==> src/core/pbl_pkg.sv <==
// Package for the PRBS self-test and loopback control block
// Behaviour
// - Continuous mode: pulse at max, wrap, continue
// - Single mode: counter holds at maximum
// - Type one, enabled: continuous PRBS packets
// - Type one, generator off: checker stays enabled
// - Type zero: one constant packet, no PRBS
// - Enable bit starts or stops the generator
// - Lock bit shows checker synchronized
// - Sync loss latched high until read
// - Status bit shows generator producing packets
// - Loopback 0000 normal, 0001 PCS, 0010 analog
// - 0100 reverse loopback; 1000 reserved
// - Bit six sends looped data to line
`default_nettype none
package pbl_pkg;
    // Register byte addresses
    localparam logic [3:0] ADR_CTRL = 4'h0;
    localparam logic [3:0] ADR_ERRCNT = 4'h4;
    localparam logic [3:0] ADR_IRQ_STAT = 4'h8;
    localparam logic [3:0] ADR_IRQ_MASK = 4'hc;
    // Control field positions
    localparam int B_CNT_MODE = 14;
    localparam int B_PKT_TYPE = 13;
    localparam int B_GEN_EN = 12;
    localparam int B_LOCK = 11;
    localparam int B_SYNC_LOSS = 10;
    localparam int B_GEN_STAT = 9;
    localparam int B_LINE_TX = 6;
    localparam int B_LB_LO = 2;
    localparam logic [15:0] CTRL_WMASK = 16'h707f;
    localparam logic [15:0] CTRL_RSVD = 16'h0100;
    // Loopback encodings
    localparam logic [3:0] LB_NORMAL = 4'h0;
    localparam logic [3:0] LB_PCS = 4'h1;
    localparam logic [3:0] LB_ANALOG = 4'h2;
    localparam logic [3:0] LB_REVERSE = 4'h4;
    // Packet and checker sizing
    localparam logic [10:0] PKT_LEN = 11'h5ea;
    localparam logic [15:0] ERR_MAX = 16'hffff;
    localparam logic [3:0] LOCK_CNT = 4'hf;
    localparam logic [3:0] LOSS_CNT = 4'h8;
    localparam logic [7:0] CONST_BYTE = 8'ha5;
    // Interrupt bits
    localparam int IRQ_WRAP = 0;
    localparam int IRQ_LOSS = 1;
    localparam int IRQ_DONE = 2;

    typedef enum logic [1:0] {
        GEN_IDLE = 2'b00,
        GEN_RUN = 2'b01,
        GEN_DONE = 2'b10
    } pbl_gen_e;

    typedef struct packed {
        logic [3:0] lb_sel;
        logic line_tx;
    } pbl_loop_s;
endpackage
`default_nettype wire

==> src/core/pbl_top.sv <==
// PRBS self-test generator, checker, counter and loopback select
`default_nettype none
module pbl_top
    import pbl_pkg::*;
(
    // Clock and reset
    input wire logic clk,
    input wire logic rst_b,
    // Wishbone slave
    input wire logic wb_cyc_i,
    input wire logic wb_stb_i,
    input wire logic wb_we_i,
    input wire logic [3:0] wb_adr_i,
    input wire logic [3:0] wb_sel_i,
    input wire logic [31:0] wb_dat_i,
    output logic [31:0] wb_dat_o,
    output logic wb_ack_o,
    // Transmit datapath
    output logic [7:0] tx_data,
    output logic tx_valid,
    // Receive datapath, same clock
    input wire logic [7:0] rx_data,
    input wire logic rx_valid,
    // Loopback steering and events
    output pbl_loop_s loop_cfg,
    output logic err_wrap_pulse,
    output logic irq
);

    // One PRBS-7 step per bit, eight bits a byte
    function automatic logic [6:0] prbs_byte(input logic [6:0] s);
        logic [6:0] r;
        r = s;
        for (int i = 0; i < 8; i++) begin
            r = {r[5:0], r[6] ^ r[5]};
        end
        return r;
    endfunction

    // Bitwise mismatch count for one byte
    function automatic logic [3:0] pop8(input logic [7:0] v);
        logic [3:0] c;
        c = 4'h0;
        for (int i = 0; i < 8; i++) begin
            c = c + {3'b000, v[i]};
        end
        return c;
    endfunction

    logic [15:0] ctrl_ff, nxt_ctrl;
    logic sync_loss_ff, nxt_sync_loss;
    logic [15:0] err_ff, nxt_err;
    logic [2:0] ista_ff, nxt_ista;
    logic [2:0] imsk_ff, nxt_imsk;
    logic [31:0] dat_ff, nxt_dat;
    logic ack_ff, nxt_ack;
    pbl_gen_e gst_ff, nxt_gst;
    logic [10:0] cnt_ff, nxt_cnt;
    logic [6:0] gsr_ff, nxt_gsr;
    logic [7:0] txd_ff, nxt_txd;
    logic txv_ff, nxt_txv;
    logic [6:0] csr_ff, nxt_csr;
    logic lock_ff, nxt_lock;
    logic [3:0] good_ff, nxt_good;
    logic [3:0] bad_ff, nxt_bad;
    logic wrap_ff, nxt_wrap;
    logic irq_ff, nxt_irq;
    pbl_loop_s loop_ff, nxt_loop;

    logic acc, wr, rd;
    logic [15:0] rd_ctrl;
    logic [6:0] exp_bits;
    logic [3:0] nerr;
    logic [16:0] sum;
    logic chk_en, done_ev, loss_ev, wrap_ev;

    assign acc = wb_cyc_i && wb_stb_i && !ack_ff;
    assign wr = acc && wb_we_i;
    assign rd = acc && !wb_we_i;
    // Checker runs for PRBS type whether or not the generator is on
    assign chk_en = ctrl_ff[B_PKT_TYPE];
    assign rd_ctrl = (ctrl_ff & CTRL_WMASK) | CTRL_RSVD
        | (16'(lock_ff) << B_LOCK) | (16'(sync_loss_ff) << B_SYNC_LOSS)
        | (16'(gst_ff == GEN_RUN) << B_GEN_STAT);

    // Register file and bus answer
    always_comb begin
        nxt_ctrl = ctrl_ff;
        nxt_imsk = imsk_ff;
        nxt_dat = dat_ff;
        nxt_ack = acc;
        nxt_ista = ista_ff | {done_ev, loss_ev, wrap_ev};
        if (wr && wb_sel_i[0] && wb_adr_i == ADR_CTRL) begin
            nxt_ctrl[7:0] = wb_dat_i[7:0] & CTRL_WMASK[7:0];
        end
        if (wr && wb_sel_i[1] && wb_adr_i == ADR_CTRL) begin
            nxt_ctrl[15:8] = wb_dat_i[15:8] & CTRL_WMASK[15:8];
        end
        // Line bit only sticks while a loopback path is chosen
        if (nxt_ctrl[B_LB_LO +: 4] == LB_NORMAL) begin
            nxt_ctrl[B_LINE_TX] = 1'b0;
        end
        if (wr && wb_sel_i[0] && wb_adr_i == ADR_IRQ_MASK) begin
            nxt_imsk = wb_dat_i[2:0];
        end
        // Write one to clear; a new event in the same cycle wins
        if (wr && wb_sel_i[0] && wb_adr_i == ADR_IRQ_STAT) begin
            nxt_ista = (ista_ff & ~wb_dat_i[2:0]) | {done_ev, loss_ev, wrap_ev};
        end
        case (wb_adr_i)
            ADR_CTRL: nxt_dat = {16'h0000, rd_ctrl};
            ADR_ERRCNT: nxt_dat = {16'h0000, err_ff};
            ADR_IRQ_STAT: nxt_dat = {29'h0, ista_ff};
            ADR_IRQ_MASK: nxt_dat = {29'h0, imsk_ff};
            default: nxt_dat = 32'h0;
        endcase
        if (!rd) begin
            nxt_dat = 32'h0;
        end
        nxt_irq = |(nxt_ista & nxt_imsk);
    end

    always_ff @(posedge clk or negedge rst_b) begin
        if (!rst_b) begin
            ctrl_ff <= 16'h0;
            imsk_ff <= 3'h0;
            ista_ff <= 3'h0;
            dat_ff <= 32'h0;
            ack_ff <= 1'b0;
            irq_ff <= 1'b0;
        end else begin
            ctrl_ff <= nxt_ctrl;
            imsk_ff <= nxt_imsk;
            ista_ff <= nxt_ista;
            dat_ff <= nxt_dat;
            ack_ff <= nxt_ack;
            irq_ff <= nxt_irq;
        end
    end

    // Packet generator
    always_comb begin
        nxt_gst = gst_ff;
        nxt_cnt = cnt_ff;
        nxt_gsr = gsr_ff;
        nxt_txd = 8'h00;
        nxt_txv = 1'b0;
        done_ev = 1'b0;
        case (gst_ff)
            GEN_IDLE: begin
                if (ctrl_ff[B_GEN_EN]) begin
                    nxt_gst = GEN_RUN;
                    nxt_cnt = 11'h0;
                end
            end
            GEN_RUN: begin
                nxt_txv = 1'b1;
                nxt_cnt = cnt_ff + 11'h1;
                if (ctrl_ff[B_PKT_TYPE]) begin
                    nxt_gsr = prbs_byte(gsr_ff);
                    nxt_txd = {gsr_ff, gsr_ff[6]};
                end else begin
                    nxt_txd = CONST_BYTE;
                end
                if (cnt_ff == PKT_LEN - 11'h1) begin
                    nxt_cnt = 11'h0;
                    // Back to back for PRBS, else stop after one
                    if (!ctrl_ff[B_PKT_TYPE]) begin
                        nxt_gst = GEN_DONE;
                        done_ev = 1'b1;
                    end
                end
                if (!ctrl_ff[B_GEN_EN]) begin
                    nxt_gst = GEN_IDLE;
                    nxt_txv = 1'b0;
                end
            end
            GEN_DONE: begin
                // Rearm needs the enable bit cleared first
                if (!ctrl_ff[B_GEN_EN]) begin
                    nxt_gst = GEN_IDLE;
                end
            end
            default: nxt_gst = GEN_IDLE;
        endcase
    end

    always_ff @(posedge clk or negedge rst_b) begin
        if (!rst_b) begin
            gst_ff <= GEN_IDLE;
            cnt_ff <= 11'h0;
            gsr_ff <= 7'h7f;
            txd_ff <= 8'h00;
            txv_ff <= 1'b0;
        end else begin
            gst_ff <= nxt_gst;
            cnt_ff <= nxt_cnt;
            gsr_ff <= nxt_gsr;
            txd_ff <= nxt_txd;
            txv_ff <= nxt_txv;
        end
    end

    // Checker: seeds from received data, then predicts each byte
    assign exp_bits = prbs_byte(csr_ff);
    assign nerr = pop8(rx_data ^ {exp_bits, exp_bits[6]});
    assign sum = {1'b0, err_ff} + {13'h0, nerr};
    assign loss_ev = lock_ff && !nxt_lock;

    always_comb begin
        nxt_csr = csr_ff;
        nxt_lock = lock_ff;
        nxt_good = good_ff;
        nxt_bad = bad_ff;
        nxt_err = err_ff;
        nxt_wrap = 1'b0;
        wrap_ev = 1'b0;
        if (!chk_en) begin
            nxt_lock = 1'b0;
            nxt_good = 4'h0;
            nxt_bad = 4'h0;
        end else if (rx_valid) begin
            nxt_csr = rx_data[7:1];
            if (!lock_ff) begin
                nxt_good = (nerr == 4'h0) ? good_ff + 4'h1 : 4'h0;
                if (good_ff == LOCK_CNT - 4'h1 && nerr == 4'h0) begin
                    nxt_lock = 1'b1;
                    nxt_bad = 4'h0;
                end
            end else begin
                nxt_csr = exp_bits;
                // Count every bit mismatch while locked
                if (nerr != 4'h0) begin
                    nxt_bad = bad_ff + 4'h1;
                    if (sum > {1'b0, ERR_MAX}) begin
                        if (ctrl_ff[B_CNT_MODE]) begin
                            // Roll over past the maximum; the count keeps the low 16 bits of the sum
                            nxt_err = sum[15:0];
                            nxt_wrap = 1'b1;
                            wrap_ev = 1'b1;
                        end else begin
                            nxt_err = ERR_MAX;
                        end
                    end else begin
                        nxt_err = sum[15:0];
                    end
                end else begin
                    nxt_bad = 4'h0;
                end
                if (bad_ff == LOSS_CNT - 4'h1 && nerr != 4'h0) begin
                    nxt_lock = 1'b0;
                    nxt_good = 4'h0;
                end
            end
        end
        // Latched loss clears on read; a fresh loss wins
        nxt_sync_loss = sync_loss_ff;
        if (rd && wb_adr_i == ADR_CTRL) begin
            nxt_sync_loss = 1'b0;
        end
        if (loss_ev) begin
            nxt_sync_loss = 1'b1;
        end
        // Loopback select and line transmit gate
        nxt_loop.lb_sel = ctrl_ff[B_LB_LO +: 4];
        nxt_loop.line_tx = ctrl_ff[B_LINE_TX] && (ctrl_ff[B_LB_LO +: 4] != LB_NORMAL);
    end

    always_ff @(posedge clk or negedge rst_b) begin
        if (!rst_b) begin
            csr_ff <= 7'h0;
            lock_ff <= 1'b0;
            good_ff <= 4'h0;
            bad_ff <= 4'h0;
            err_ff <= 16'h0;
            wrap_ff <= 1'b0;
            sync_loss_ff <= 1'b0;
            loop_ff <= '0;
        end else begin
            csr_ff <= nxt_csr;
            lock_ff <= nxt_lock;
            good_ff <= nxt_good;
            bad_ff <= nxt_bad;
            err_ff <= nxt_err;
            wrap_ff <= nxt_wrap;
            sync_loss_ff <= nxt_sync_loss;
            loop_ff <= nxt_loop;
        end
    end

    assign wb_dat_o = dat_ff;
    assign wb_ack_o = ack_ff;
    assign tx_data = txd_ff;
    assign tx_valid = txv_ff;
    assign loop_cfg = loop_ff;
    assign err_wrap_pulse = wrap_ff;
    assign irq = irq_ff;

endmodule
`default_nettype wire

==> config.mk <==
export PLATFORM = sky130hd
export DESIGN_NAME = pbl_top
export DESIGN_NICKNAME = d
export VERILOG_FILES = /design/src/core/pbl_pkg.sv /design/src/core/pbl_top.sv
export SDC_FILE = /design/constraint.sdc
export NUM_CORES = 1
export LEC_CHECK = 0
export BUFFER_PORTS_ARGS = -buffer_cell sky130_fd_sc_hd__buf_2
export CORE_MARGIN = 1
export CORE_UTILIZATION = 55
export DETAILED_ROUTE_END_ITERATION = 6
export GPL_TIMING_DRIVEN = 0
export PLACE_DENSITY = 0.86
export SLEW_MARGIN = 25
export SYNTH_ARGS = -nofsm -noshare
export SYNTH_HDL_FRONTEND = slang
export SYNTH_SLANG_ARGS = --single-unit
export TNS_END_PERCENT = 50
==> constraint.sdc <==
create_clock -name clk -period 6.37 [get_ports clk]
set_input_delay 0.637 -clock clk [delete_from_list [all_inputs] [get_ports clk]]
set_output_delay 0.637 -clock clk [all_outputs]
set_load 0.005 [all_outputs]
==> results.json <==
{
  "internal_power_mw": 1.39,
  "maxSlewHeadroom": 0.440,
  "synthSimpleGateAreaFrac": 0.169,
  "final.setup.tns_ns": 0,
  "leakagePower_nw": 2.97,
  "cp_data_required_time_ns": 6.68,
  "antenna_violations_before_repair": 0,
  "rsz_0062_raised_after_global_routing": "no",
  "synthDominantAreaCellType": "dfrtp_1",
  "drt_wl_total_microns": 10600,
  "timing.final.hold_violations": 0,
  "worstSkewPairLatency_ns": 0.37,
  "cts-htree-levels": 3,
  "muxShareOfSynthArea": 0.0726,
  "dr.first_iter.drc_count": 306,
  "clock_sinks": 101,
  "clkSlewWorstSetupHoldPaths_ns": 0.11,
  "post_cts.repair.setup_buffers": 0,
  "placementRows": 35,
  "drt-vias-per-instance": 5.49,
  "maximum_frequency_from_static_timing_analysis_mhz": 181,
  "synth-main-ff-cell": "dfrtp_1",
  "p_per_area_nw_per_um2": 428,
  "total_switching_power_mw": 1.17,
  "pre_cts_slack_ns": 0.818,
  "synth_top_cell_area_share": 0.450,
  "worstSetupPathType": "register to register",
  "seq_area_sq_um": 2540,
  "largest_vdd_supply_drop_mv": 0.428,
  "grt_first_pass_wirelength_microns": 17800,
  "crit_path_end_kind": "register",
  "place.port_buffers": 61,
  "postRouteAntennaNets": 0,
  "worst-endpoint-arrival_ns": 5.82,
  "max_cap_violations": 0,
  "pwr-share-clk": 0.167,
  "final_min_period_over_clock_period": 0.865,
  "synth_fa_ha_area_frac": 0.0479,
  "globalRouteOverflowTotal": 0,
  "synth.cell_area_sq_um": 5220,
  "netlist_top_cells_count": "dfrtp_1 (94), nand2_1 (45), nor2_1 (34)",
  "path_max_fanout": 10,
  "design.die.area_sq_um": 9890,
  "yosys.cell_count.top_type": "dfrtp_1",
  "grt_pass1_vias": 3859,
  "detail_route.first_pass.iterations": 5,
  "synth_top_family_by_area": "simple AND/OR/NAND/NOR gates",
  "nets": 659,
  "yosysWarnings": 0,
  "tritoncts_buffers": 9,
  "slew_violations": 0,
  "layout_overhead_on_the_synthesized_area_pct": 14.6,
  "hold_bufs_inserted_after_cts": 0,
  "syn-mean-instance-area_sq_um": 10.4,
  "cts_tree": "yes",
  "multi_input_area_sq_um": 2440,
  "cts.path.max_buffers": 2,
  "syn-instance-count": 500,
  "gpl.final_weighted_congestion": 0.905,
  "initial_core_utilization": 0.565,
  "critical_path.startpoint_type": "register",
  "count_of_cell_types_in_the_netlist": 66,
  "synth-compound-area-share": 0.104,
  "io_pins": 103,
  "cts_repair_resize_count": 0,
  "postPlaceCellArea_sq_um": 5780,
  "combPwrFrac": 0.553,
  "ys_ff_latch": 101,
  "period_needed_ns": 5.51,
  "synth_edf_count": 0,
  "cts_root_buf": "clkbuf_8",
  "die_w_microns": 99.4,
  "setup_viol_count_final": 0,
  "placeableCoreArea_sq_um": 9240,
  "run_status": "complete, no violations",
  "yosysSeqAreaShare": 0.486,
  "filler_cell_count": 722,
  "pin_count_of_the_biggest_net_entering_global_routing": 68,
  "post_route_cells_drive_above_1_share": 0.216,
  "gr-usage-all-layers": 0.230,
  "holdCritPathClass": "input pin to asynchronous set/reset pin",
  "drc": 0,
  "worstMarginPinSlew_ns": 0.834,
  "synth_async_sr_flop_share": 1.00,
  "netSwitchingFraction": 0.457,
  "fin_worst_setup_slack_ns": 0.857,
  "post_drt_wl_per_cell_microns": 14.7,
  "clock-skew-final_ns": 0.0130,
  "antennaDiodeCount": 0,
  "vias": 3961,
  "post-dp-hpwl_microns": 7920,
  "stdcell_area_sq_um": 5990,
  "share_seq_of_total_power": 0.280,
  "floorplan.die.height_microns": 99.4,
  "yosys.area_share.xor_xnor": 0.0621,
  "post_synth_main_area_contributors": "dfrtp_1 (45%), mux2i_1 (4.0%), xnor2_1 (4.0%)"
}
-- registers in the layout, indices dropped and copies added (netlist names) --
name	cells
gsr_ff	7
wb_dat_o	16
gst_ff	2
bad_ff	4
imsk_ff	3
tx_data	7
sync_loss_ff	1
wb_ack_o	1
loop_cfg	5
ista_ff	3
err_wrap_pulse	1
cnt_ff	11
ctrl_ff	10
good_ff	4
err_ff	16
irq	1
tx_valid	1
csr_ff	7
lock_ff	1
-- cells by family (layout without fill, tap and decap cells) --
| family | Yosys count | after routing |
|---|---|---|
| other | 1 | 16 |
| xor gates and xnor gates | 37 | 37 |
| and+or+nand+nor | 163 | 163 |
| buffers and inverters | 61 | 139 |
| muxes | 35 | 35 |
| DFF | 101 | 101 |
| AOI/OAI and AO/OA | 85 | 85 |
| adders and majority gates | 17 | 17 |
-- placed cells by master, fill, tap and decap left out, types with 12 or more instances in the layout --
cell type,instances
ha_1,12
mux2_2,13
clkbuf_1,16
dfrtp_1,94
nor2_1,34
conb_1,16
xnor2_1,24
buf_2,61
nand2_1,45
xor2_1,13
mux2i_1,21
and3_1,12
buf_4,17
nand3_1,13
o21ai_0,31
inv_1,24
a21oi_1,14
-- critical path: stages (launching register included) --
cell       delay [ns]
dfrtp_1          0.44
xor2_1           0.30
xnor2_1          0.15
fa_1             0.53
fa_1             0.52
fa_1             0.54
inv_1            0.05
ha_1             0.21
fa_1             0.39
xnor2_1          0.30
inv_1            0.09
ha_1             0.35
nand2b_1         0.09
o2bb2ai_1        0.26
or4_4            0.62
or3_4            0.37
buf_6            0.16
nand3b_4         0.07
-- path summary, 6_finish.rpt --
path                            start          end  slack (ns)  depth (start not counted)
max in group asynchronous       rst_b    gsr_ff[3]        5.57                          2
min                             rst_b  loop_cfg[2]        0.13                          1
max                         csr_ff[4]   err_ff[14]        0.86                         17
max reg2reg                 csr_ff[4]   err_ff[14]        0.86                         17
min reg2reg                ctrl_ff[2]  loop_cfg[1]        0.44                          0
min in group clk           ctrl_ff[2]  loop_cfg[1]        0.44                          0
-- power groups by stage --
stage / Sequential [mW] / Clock [mW] / Combinational, mW
4_1_cts: 0.717 / 0.432 / 1.43
3_5_place_dp: 0.730 / 0 / 1.40
5_1_grt: 0.723 / 0.456 / 1.59
2_1_floorplan: 0.722 / 0 / 1.08
3_3_place_gp: 0.726 / 0 / 1.32
6_report: 0.717 / 0.428 / 1.42
-- routing by layer --
metal	GRT usage	vias up	wire length (microns)
met5	0	-	0
met4	0.106	0	305
met3	0.0274	29	502
met2	0.403	151	5250
met1	0.285	1884	4580
li1	-	1897	-
-- metrics by stage --
step	cells	power (mW)	util	hold WS, ns
floorplan	515	1.80	-	0.341
global placement	705	2.05	0.622	0.418
detailed placement	706	2.13	0.625	0.416
CTS	722	2.58	0.648	0.138
global route	722	2.77	0.648	0.151
finish	722	2.56	0.648	0.127
-- layout make-up --
type | instances | share of cell area
clock inverter | 7 | 0.0138
buffer | 37 | 0.0353
sequential | 101 | 0.424
tap | 129 | 0.0270
inverter | 24 | 0.0151
timing repair buffer | 62 | 0.0566
multi-input combinational | 353 | 0.408
clock buffer | 9 | 0.0207
Note: power is estimated with default switching activity, not from simulation.
